[config.mk]
export PLATFORM = sky130hd
export DESIGN_NAME = cor_capture
export DESIGN_NICKNAME = d
export VERILOG_FILES = /design/src/verilog/cor_pkg.sv /design/src/verilog/cor_capture.sv
export VERILOG_INCLUDE_DIRS = /design/src /design/src/verilog
export SDC_FILE = /design/constraint.sdc
export NUM_CORES = 2
export LEC_CHECK = 0
export ABC_AREA = 1
export BUFFER_PORTS_ARGS = -buffer_cell sky130_fd_sc_hd__buf_2
export CAP_MARGIN = 20
export CORE_AREA = 5 5 294 296
export CTS_CLUSTER_DIAMETER = 50
export DETAILED_ROUTE_END_ITERATION = 7
export DIE_AREA = 0 0 299 301
export GPL_ROUTABILITY_DRIVEN = 0
export PLACE_DENSITY = 0.79
export SKIP_CTS_REPAIR_TIMING = 1
export SYNTH_ARGS = -nofsm -noshare
export SYNTH_HDL_FRONTEND = slang
export SYNTH_SLANG_ARGS = --single-unit
[constraint.sdc]
create_clock -name hclk -period 8.1 [get_ports hclk]
set_input_delay 0.81 -clock hclk [delete_from_list [all_inputs] [get_ports hclk]]
set_output_delay 0.81 -clock hclk [all_outputs]
set_load 0.05 [all_outputs]
[src/verilog/cor_consts.svh]
`ifndef COR_CONSTS_SVH
`define COR_CONSTS_SVH
// ==========================================================
// register byte offsets
`define COR_OFF_RST       16'h0104
`define COR_OFF_PA0       16'h5504
`define COR_OFF_PB0       16'h550c
`define COR_OFF_PA1       16'h5a04
`define COR_OFF_PB1       16'h5a0c
`define COR_OFF_IN_SIZE   16'h5510
`define COR_OFF_OUT_SIZE  16'h5514
`define COR_OFF_DMA_CTL   16'h5518
`define COR_OFF_BASE      16'h551c
`define COR_OFF_STATUS    16'h5520
// ==========================================================
// register indices inside the block
`define COR_IDX_RST       4'h0
`define COR_IDX_PA0       4'h1
`define COR_IDX_PB0       4'h2
`define COR_IDX_PA1       4'h3
`define COR_IDX_PB1       4'h4
`define COR_IDX_IN_SIZE   4'h5
`define COR_IDX_OUT_SIZE  4'h6
`define COR_IDX_DMA_CTL   4'h7
`define COR_IDX_BASE      4'h8
`define COR_IDX_STATUS    4'h9
`define COR_IDX_NONE      4'hf
// ==========================================================
// field positions
`define COR_RST_DP_BIT    0
`define COR_PORT_EN_BIT   0
`define COR_PORT_WCLR_BIT 1
`define COR_PORT_RCLR_BIT 2
`define COR_DMA_SCL_BIT   0
`define COR_DMA_MULTI_BIT 1
`define COR_DMA_TILE_BIT  2
`define COR_STAT_OVF_BIT  0
// ==========================================================
// reset values and sizes
`define COR_REG_RESET     32'h0000_0000
`define COR_BUF_BYTES     4096
`define COR_BUF_WORDS     11'h400
`endif

[src/verilog/cor_pkg.sv]
package cor_pkg;
  typedef enum logic [1:0] {
    COR_PS_IDLE = 2'b00,
    COR_PS_RUN  = 2'b01,
    COR_PS_OVF  = 2'b11
  } cor_parse_t;
  typedef enum logic {
    COR_SC_PASS = 1'b0,
    COR_SC_FILL = 1'b1
  } cor_scale_t;
  typedef struct packed {
    logic        req;
    logic [31:0] addr;
    logic        desc;
    logic        tiled;
  } cor_mem_t;
  typedef struct packed {
    logic             wr_pend;
    logic [3:0]       wr_idx;
    logic [8:0][31:0] regs;
    logic             ovf_sticky;
    logic [2:0]       clk_s;
    logic [1:0]       de_s;
    logic [1:0]       vs_s;
    logic             vs_q;
    cor_parse_t       ps;
    cor_scale_t       sc;
    logic [31:0]      in_cnt;
    logic [31:0]      out_cnt;
    logic [10:0]      level;
    logic [31:0]      wr_word;
    logic             desc_pend;
    cor_mem_t         mem;
    logic [31:0]      hrdata;
  } cor_state_t;
endpackage
[src/verilog/cor_capture.sv]
`timescale 1ns/1ps
`include "cor_consts.svh"
module cor_capture (
  input  wire logic           hclk,
  input  wire logic           hresetn,
  input  wire logic           hsel,
  input  wire logic [31:0]    haddr,
  input  wire logic [1:0]     htrans,
  input  wire logic           hwrite,
  input  wire logic [2:0]     hsize,
  input  wire logic [31:0]    hwdata,
  input  wire logic           hready,
  output logic                hreadyout,
  output logic [31:0]         hrdata,
  output logic                hresp,
  input  wire logic           vid_clk,
  input  wire logic           vid_de,
  input  wire logic           vid_vs,
  output cor_pkg::cor_mem_t   mem,
  input  wire logic           mem_ack,
  output logic                overflow
);
  import cor_pkg::*;

  cor_state_t st;
  cor_state_t next_st;
  logic       edge_v;
  logic       pix;
  logic       fs;
  logic       dp_rst;
  logic       fifo_clr;
  logic       enable;
  logic       scl_on;
  logic       single;
  logic       full;
  logic       take;
  logic       pix_ok;
  logic       push;
  logic [31:0] in_total;
  logic [31:0] out_total;
  logic [31:0] desc_addr;

  // ==========================================================
  // register decode
  function automatic logic [3:0] reg_sel(input logic [15:0] a);
    case (a)
      `COR_OFF_RST:      reg_sel = `COR_IDX_RST;
      `COR_OFF_PA0:      reg_sel = `COR_IDX_PA0;
      `COR_OFF_PB0:      reg_sel = `COR_IDX_PB0;
      `COR_OFF_PA1:      reg_sel = `COR_IDX_PA1;
      `COR_OFF_PB1:      reg_sel = `COR_IDX_PB1;
      `COR_OFF_IN_SIZE:  reg_sel = `COR_IDX_IN_SIZE;
      `COR_OFF_OUT_SIZE: reg_sel = `COR_IDX_OUT_SIZE;
      `COR_OFF_DMA_CTL:  reg_sel = `COR_IDX_DMA_CTL;
      `COR_OFF_BASE:     reg_sel = `COR_IDX_BASE;
      `COR_OFF_STATUS:   reg_sel = `COR_IDX_STATUS;
      default:           reg_sel = `COR_IDX_NONE;
    endcase
  endfunction

  function automatic logic [31:0] rd_mux(input cor_state_t s, input logic [3:0] i);
    if (i <= `COR_IDX_BASE)
      rd_mux = s.regs[i];
    else if (i == `COR_IDX_STATUS)
      rd_mux = {s.level, 17'h0_0000, s.sc, s.ps, s.ovf_sticky};
    else
      rd_mux = 32'h0000_0000;
  endfunction

  // ==========================================================
  // derived controls
  always_comb begin
    dp_rst   = st.regs[`COR_IDX_RST][`COR_RST_DP_BIT];
    fifo_clr = st.regs[`COR_IDX_PA0][`COR_PORT_WCLR_BIT]
             | st.regs[`COR_IDX_PA0][`COR_PORT_RCLR_BIT]
             | st.regs[`COR_IDX_PB0][`COR_PORT_WCLR_BIT]
             | st.regs[`COR_IDX_PB0][`COR_PORT_RCLR_BIT];
    // both ports of the instance feed the one parser
    enable   = (st.regs[`COR_IDX_PA0][`COR_PORT_EN_BIT] | st.regs[`COR_IDX_PB0][`COR_PORT_EN_BIT])
             & ~dp_rst & ~fifo_clr;
    scl_on   = st.regs[`COR_IDX_DMA_CTL][`COR_DMA_SCL_BIT];
    single   = ~st.regs[`COR_IDX_DMA_CTL][`COR_DMA_MULTI_BIT];
    in_total  = {16'h0000, st.regs[`COR_IDX_IN_SIZE][15:0]}
              * {16'h0000, st.regs[`COR_IDX_IN_SIZE][31:16]};
    out_total = scl_on ? {16'h0000, st.regs[`COR_IDX_OUT_SIZE][15:0]}
              * {16'h0000, st.regs[`COR_IDX_OUT_SIZE][31:16]} : in_total;
    // descriptor goes right after the frame region, never inside it
    desc_addr = st.regs[`COR_IDX_BASE] + {out_total[29:0], 2'b00};
    // link clock is only sampled; rising edge found from the later stages
    edge_v   = st.clk_s[1] & ~st.clk_s[2];
    pix      = edge_v & st.de_s[1] & enable;
    fs       = edge_v & st.vs_s[1] & ~st.vs_q & enable;
    full     = (st.level == `COR_BUF_WORDS);
    take     = (~scl_on | (st.sc == COR_SC_PASS)) & ~full;
    pix_ok   = pix & (st.ps == COR_PS_RUN) & take;
    push     = (st.sc == COR_SC_FILL) ? ~full & (st.out_cnt < out_total)
             : pix_ok & (st.out_cnt < out_total);
  end

  // ==========================================================
  // next state
  always_comb begin
    next_st = st;
    // bus slave, zero wait, always okay
    next_st.wr_pend = 1'b0;
    next_st.hrdata  = 32'h0000_0000;
    if (hsel && htrans[1] && hready) begin
      if (hwrite) begin
        next_st.wr_pend = 1'b1;
        next_st.wr_idx  = reg_sel(haddr[15:0]);
      end else begin
        next_st.hrdata = rd_mux(st, reg_sel(haddr[15:0]));
      end
    end
    if (st.wr_pend) begin
      if (st.wr_idx <= `COR_IDX_BASE)
        next_st.regs[st.wr_idx] = hwdata;
      else if (st.wr_idx == `COR_IDX_STATUS && hwdata[`COR_STAT_OVF_BIT])
        next_st.ovf_sticky = 1'b0;
    end

    // synchronisers
    next_st.clk_s = {st.clk_s[1:0], vid_clk};
    next_st.de_s  = {st.de_s[0], vid_de};
    next_st.vs_s  = {st.vs_s[0], vid_vs};
    if (edge_v)
      next_st.vs_q = st.vs_s[1];
    if (fifo_clr)
      next_st.vs_q = 1'b0;

    // parser
    unique case (st.ps)
      COR_PS_IDLE: begin
        if (fs)
          next_st.ps = COR_PS_RUN;
      end
      COR_PS_RUN: begin
        if (pix && !take) begin
          next_st.ps         = COR_PS_OVF;
          next_st.ovf_sticky = 1'b1;
        end
      end
      COR_PS_OVF: begin
        // lines dropped until the next frame start
        if (fs)
          next_st.ps = COR_PS_RUN;
      end
      // code 2'b10 is never entered; fall back rather than stick
      default: next_st.ps = COR_PS_IDLE;
    endcase

    // scaler
    unique case (st.sc)
      COR_SC_PASS: begin
        if (pix_ok)
          next_st.in_cnt = st.in_cnt + 32'h0000_0001;
        if (fs) begin
          if (scl_on && single && st.in_cnt != 32'h0000_0000 && st.in_cnt < in_total
              && st.out_cnt < out_total) begin
            next_st.sc = COR_SC_FILL;
          end else begin
            next_st.in_cnt  = 32'h0000_0000;
            next_st.out_cnt = 32'h0000_0000;
          end
        end
      end
      COR_SC_FILL: begin
        // free-running fill, the source keeps going meanwhile
        if (st.out_cnt >= out_total) begin
          next_st.sc      = COR_SC_PASS;
          next_st.in_cnt  = 32'h0000_0000;
          next_st.out_cnt = 32'h0000_0000;
        end
      end
    endcase
    if (push) begin
      next_st.out_cnt = st.out_cnt + 32'h0000_0001;
      next_st.level   = st.level + 11'h001;
      if (st.out_cnt + 32'h0000_0001 == out_total)
        next_st.desc_pend = 1'b1;
    end

    // dma write-out
    if (st.mem.req && mem_ack) begin
      next_st.mem.req = 1'b0;
      if (st.mem.desc) begin
        next_st.desc_pend = 1'b0;
        next_st.wr_word   = 32'h0000_0000;
      end else begin
        next_st.level   = next_st.level - 11'h001;
        next_st.wr_word = st.wr_word + 32'h0000_0001;
      end
    end
    if (!next_st.mem.req) begin
      next_st.mem.tiled = st.regs[`COR_IDX_DMA_CTL][`COR_DMA_TILE_BIT];
      if (next_st.level != 11'h000) begin
        next_st.mem.req  = 1'b1;
        next_st.mem.desc = 1'b0;
        next_st.mem.addr = st.regs[`COR_IDX_BASE] + {next_st.wr_word[29:0], 2'b00};
      end else if (next_st.desc_pend) begin
        next_st.mem.req  = 1'b1;
        next_st.mem.desc = 1'b1;
        next_st.mem.addr = desc_addr;
      end
    end

    // instance reset clears parser, scaler and dma together
    if (dp_rst) begin
      next_st.ps        = COR_PS_IDLE;
      next_st.sc        = COR_SC_PASS;
      next_st.in_cnt    = 32'h0000_0000;
      next_st.out_cnt   = 32'h0000_0000;
      next_st.level     = 11'h000;
      next_st.wr_word   = 32'h0000_0000;
      next_st.desc_pend = 1'b0;
      next_st.mem.req   = 1'b0;
    end
  end

  always_ff @(posedge hclk or negedge hresetn) begin
    if (!hresetn) begin
      st <= '0;
    end else begin
      st <= next_st;
    end
  end

  assign hreadyout = 1'b1;
  assign hresp     = 1'b0;
  assign hrdata    = st.hrdata;
  assign mem       = st.mem;
  assign overflow  = st.ovf_sticky;
endmodule

; Word level (Yosys, flattened, before mapping)
; Cells that the tools add are included.
[word_totals]
regBits = 480
out_inout_bits = 70
wordCells = 161
[op_classes]
n_addsub = 7
multipliers = 2
magnitude_cmp = 8
n_eq_ne = 22
muxes = 43
bitwise_logic = 27
reduce_logical = 23
[op_table]
columns = operator, n
row1 = 288-bit bitwise mux, 1
row2 = 32-bit 2-to-1 mux, 9
row3 = 16-bit by 15-bit equality test with 1-bit output (second input constant), 9
row4 = 65-bit 2-to-1 mux, 2
row5 = 65-bit one-hot mux with 2 select lines, 1
row6 = 32-bit binary-select mux with 4-bit select, 1
row7 = 32-bit demux with 4-bit select, 1
row8 = 112-bit 2-to-1 mux, 1
row9 = 32-bit by 1-bit adder with 32-bit output (second input constant), 3
row10 = 34-bit 2-to-1 mux, 2
row11 = 32-bit adder, 2
row12 = 32-bit < comparator, 2
row13 = 16-bit by 16-bit multiplier with 32-bit output, 2
row14 = 64-bit 2-to-1 mux, 1
row15 = 45-bit 2-to-1 mux, 1
row16 = 43-bit 2-to-1 mux, 1
row17 = 4-bit one-hot mux with 10 select lines, 1
row18 = 35-bit 2-to-1 mux, 1
row19 = 32-bit equality test, 1
row20 = 32-bit >= comparator, 1
row21 = 32-bit nonzero test, 1
row22 = 16-bit by 9-bit equality test with 1-bit output (second input constant), 1
row23 = 1-bit bitwise AND, 13
row24 = 1-bit 2-to-1 mux, 12
row25 = other kinds (28), 62

; Longest topological paths before layout
[logic_depth]
depth_word = 20
mapped_depth = 57
ltp_nobuf = 53

; Worst setup path after synthesis
; OpenSTA, ideal clock, no wires.
[synth_path]
path_type = flip-flop to flip-flop
from = reg st[354] (netlist name)
to = reg st (netlist bit mem[25])
setup_time_ns = 0.116
arrival_ns = 8.120
required_time_ns = 7.984
setup_slack_ns = -0.137
stages_incl_launch_ff = 51
synth_period_minus_slack_ns = 8.237
cell_sequence = dfrtp_1 -> clkbuf_1 -> buf_1 -> nand2_1 -> fa_1 -> inv_1 -> fa_1 -> inv_1 -> fa_1 -> inv_1 -> fa_1 -> fa_1 -> inv_1 -> fa_1 -> inv_1 -> ha_1 -> nand2_1 -> inv_1 -> [15 not listed] -> buf_6 -> nand4_1 -> nand2_1 -> ha_1 -> nand2_1 -> inv_1 -> nand3_2 -> nand2_1 -> nand2_1 -> nor2_1 -> nand2_1 -> nor2_2 -> nand2_2 -> nor2_8 -> a21oi_4 -> buf_4 -> nand2_1 -> nand2_1
[synth_via]
elab_chain_cells = 12
elab_cells_between_ends = 20
classes_between = 2 x add/sub / 1 x mul / 1 x order compare / 1 x eq/ne / 10 x mux / 2 x bitwise / 3 x reduce/logical
[synth_lines]
columns = item, line
row1 = from (decl), cor_capture.sv:25  ; cor_state_t st;
row2 = from (signal assigned), cor_capture.sv:224  ; st <= next_st;
row3 = 16-bit by 16-bit multiplier with 32-bit output (*), cor_capture.sv:83  ; in_total = {16'h0000, st.regs[`COR_IDX_IN_SIZE][15:0]}
row4 = 32-bit 2-to-1 mux (*), cor_capture.sv:85  ; out_total = scl_on ? {16'h0000, st.regs[`COR_IDX_OUT_SIZE][15:0]}
row5 = 32-bit < comparator, "cor_capture.sv:96, cor_capture.sv:97"
row6 = "1-bit bitwise AND, on equally long branches", "cor_capture.sv:97, cor_capture.sv:96"
row7 = 1-bit 2-to-1 mux, cor_capture.sv:96  ; push = (st.sc == COR_SC_FILL) ? ~full & (st.out_cnt < out_total)
row8 = 43-bit 2-to-1 mux, cor_capture.sv:176  ; if (push) begin
row9 = 11-bit by 1-bit subtractor with 11-bit output, cor_capture.sv:190  ; next_st.level = next_st.level - 11'h001;
row10 = 11-bit 2-to-1 mux, cor_capture.sv:186  ; if (st.mem.desc) begin
row11 = 45-bit 2-to-1 mux, cor_capture.sv:184  ; if (st.mem.req && mem_ack) begin
row12 = 11-bit nonzero test, cor_capture.sv:196  ; if (next_st.level != 11'h000) begin
row13 = 2-bit nonzero test (no line), -
row14 = 2-bit AND reduction (no line), -
; Mark *: on every way between the ends. The rest lies on a longest branch, timed or not. The select of a mux whose other input is x is not followed.
; A chain may end at the register's enable or synchronous reset.

; Worst setup path after layout
[layout_path]
from = reg st[385] (netlist name)
to = reg st (netlist bit mem[28])
[layout_via]
elab_chain_cells = 12
elab_cells_between_ends = 20
classes_between = 2 x add/sub / 1 x mul / 1 x order compare / 1 x eq/ne / 10 x mux / 2 x bitwise / 3 x reduce/logical
[layout_lines]
columns = item, line
row1 = 16-bit by 16-bit multiplier with 32-bit output (*), cor_capture.sv:85
row2 = 32-bit 2-to-1 mux (*), cor_capture.sv:85
row3 = 32-bit < comparator, "cor_capture.sv:96, cor_capture.sv:97"
row4 = "1-bit bitwise AND, on equally long branches", "cor_capture.sv:97, cor_capture.sv:96"
row5 = 1-bit 2-to-1 mux, cor_capture.sv:96
row6 = 43-bit 2-to-1 mux, cor_capture.sv:176
row7 = 11-bit by 1-bit subtractor with 11-bit output, cor_capture.sv:190
row8 = 11-bit 2-to-1 mux, cor_capture.sv:186
row9 = 45-bit 2-to-1 mux, cor_capture.sv:184
row10 = 11-bit nonzero test, cor_capture.sv:196
row11 = 2-bit nonzero test (no line), -
row12 = 2-bit AND reduction (no line), -
; Marked as above.

==> results.json <==
{
  "hold_path_class": "input pin to async pin",
  "critPathCaptureType": "flop",
  "synthesis.instances": 6872,
  "fmax_ghz": 0.1153,
  "fin_crit_ps": 8676,
  "die_w_um": 299,
  "worst-path-max-fanout": 8,
  "drtPass1Iterations": 8,
  "violations": "design-rule violations, negative setup slack",
  "drt_first_iter_violations": 6389,
  "yosysSeqAreaShare_pct": 24.60,
  "arrival_ps": 9170,
  "slew_violations": 0,
  "routed.top_layer": "met5",
  "drive_gt1_share_pct": 17.59,
  "overflow": 0,
  "synth_cell_types": 63,
  "setup_viol": 34,
  "detail_route.drc_violations": 10,
  "cts_tree": "yes",
  "slew_headroom_pct": 21.16,
  "insertion_delay_ps": 620,
  "vias": 49320,
  "numClockSinks": 478,
  "finalCoreUtilization_pct": 69.75,
  "timing.final.crit_share_pct": 107.1,
  "die_h_um": 301,
  "cts_root_buffer": "clkbuf_16",
  "cts_buffers": 69,
  "area_growth_pct": 19.48,
  "met1_length_um": 61290,
  "synth-seq-cells": 478,
  "synth-async-reset-ratio_pct": 100.0,
  "via_per_inst": 5.861,
  "cts_buffer_depth": 3,
  "required_ps": 8600,
  "status": "complete, but fails checks",
  "grt_pass1_wl_um": 252900,
  "h-tree-depth": 3,
  "wl_met3_um": 22590,
  "cp-start-kind": "flop",
  "dieArea_um2": 90000,
  "wl_met2_um": 73520,
  "ys.flop_type": "dfrtp_1",
  "wl_um": 172400,
  "clock_skew_ps": 23.64,
  "setup_ws_ps": -576.5,
  "num_rows": 106,
  "finalSetupTns_ps": -17050,
  "r2r_slack_ps": -580,
  "start_util_pct": 58.38,
  "fin_nets": 8085,
  "wl_per_cell_um": 20.49,
  "numPortBuffers": 125,
  "dp_hpwl_um": 126000,
  "critPathSlowestCell": "fa_2",
  "grt_pass1_vias": 47150,
  "yosys_warnings": 0,
  "hold_viol": 0,
  "slowest_delay_ps": 630,
  "postSynthAreaPerCell_um2": 7.076,
  "maxCapViolCount": 0,
  "worst_pin_slew_ps": 1172,
  "core-area_um2": 83290,
  "antenna_found_initial": 7,
  "synthesis.area_um2": 48630,
  "pin_count": 148,
  "grt_usage_pct": 35.62,
  "clkSlewWorstSetupHoldPaths_ps": 60,
  "synth_edf_count": 0,
  "antenna_left": 0,
  "whs_ps": 138.1,
  "postSynthNetCount": 7678,
  "critical_path_class": "flop to flop",
  "grt_setup_unrepaired": "yes",
  "grt_max_degree": 165,
  "path_common_cell": "nand2_1"
}
[final timing paths]
kind | endpoint | depth (start not counted) | startpoint
max | mem[28] | 49 | st[385]
min | mem[24] | 1 | hresetn
max reg2reg | mem[28] | 49 | st[385]
min reg2reg | next_st[185] | 0 | next_st[184]
max in group asynchronous | st[351] | 3 | hresetn
min in group hclk | next_st[182] | 1 | vid_de
[cell type report]
| cell class | count | area (um2) |
|---|---|---|
| diodes | 2 | 5.005 |
| clock inverters | 34 | 334.1 |
| clock buffers | 90 | 1938 |
| repair buffers | 681 | 5494 |
| inverters | 1305 | 4916 |
| well taps | 1080 | 1351 |
| flip-flops and latches | 478 | 12000 |
| fillers | 6264 | 25190 |
| multi-input cells | 4744 | 32060 |
[sequential cells by signal, indices dropped and copies added, names as in the netlist]
register and cells:
hrdata 32, dp_rst 1, st 404, overflow 1, scl_on 1, next_st 4
mem 35
[stage by stage]
stage / instance area, um2 / std cells / setup slack [ps]
2_1_floorplan: 48650 / 6872 / 0.9015
3_3_place_gp: 52960 / 8212 / -481.7
3_5_place_dp: 53000 / 8214 / -659.8
4_1_cts: 55270 / 8338 / -731.7
5_1_grt: 58090 / 8412 / -899.1
6_report: 58100 / 8414 / -576.5
[cell families (layout without fill, tap and decap cells)]
| group | count (synthesis) | count (layout) | synth area share, % |
|---|---|---|---|
| simple gates | 3044 | 3046 | 25.66 |
| buf+inv | 1652 | 2110 | 13.52 |
| compound gates | 855 | 855 | 9.418 |
| fa+ha+maj | 728 | 728 | 24.75 |
| flops | 478 | 478 | 24.60 |
| xor+xnor | 113 | 113 | 2.035 |
| other cells | 2 | 4 | 0.01544 |
[synth_stat cells, drive strengths merged, types with 2 or more instances]
cell type,count,share of area [%]
nand2,2013,16
inv,1301,10
nor2,492,3.9
dfrtp,478,25
o21ai,454,4.7
fa,390,16
ha,338,8.7
nand3,285,3.0
a21oi,276,2.9
clkbuf,224,1.7
buf,123,1.7
nor3,93,1.0
nand4,76,0.98
xor2,73,1.3
nor4,46,0.59
xnor2,40,0.72
o22ai,37,0.48
nand3b,15,0.23
a31oi,13,0.17
o211ai,11,0.17
o21bai,11,0.17
or2,10,0.13
a211oi,9,0.14
a21boi,7,0.11
a21o,7,0.11
o21a,7,0.11
o221ai,7,0.13
o31ai,7,0.11
and2,5,0.064
and3,5,0.064
clkinv,4,0.031
o2111ai,3,0.054
conb,2,0.015
nor3b,2,0.031
[placed cells by master, fill, tap and decap left out, drive strengths merged, types with 76 or more instances in the layout]
cell / synthesis / layout
nand2: 2013 / 2015
clkbuf: 224 / 98
fa: 390 / 390
buf: 123 / 673
inv: 1301 / 1312
nor2: 492 / 492
ha: 338 / 338
a21oi: 276 / 276
nor3: 93 / 93
nand4: 76 / 76
dfrtp: 478 / 478
nand3: 285 / 285
o21ai: 454 / 454
[metal layers]
metal,vias to the layer above,track usage (%)
li1,21970,-
met1,23090,45.30
met2,3364,54.72
met3,883,8.738
met4,10,22.75
met5,-,0
[worst max-delay path: cells and delay by family (launching register included)]
family / cells / cell delay [ps]
simple gates: 25 / 2710
buf+inv: 13 / 1160
flops: 1 / 420
compound gates: 2 / 280
fa+ha+maj: 9 / 3940
Power is not shown: default switching activity piles up to over one toggle a cycle in this logic, so the estimate is an artifact.
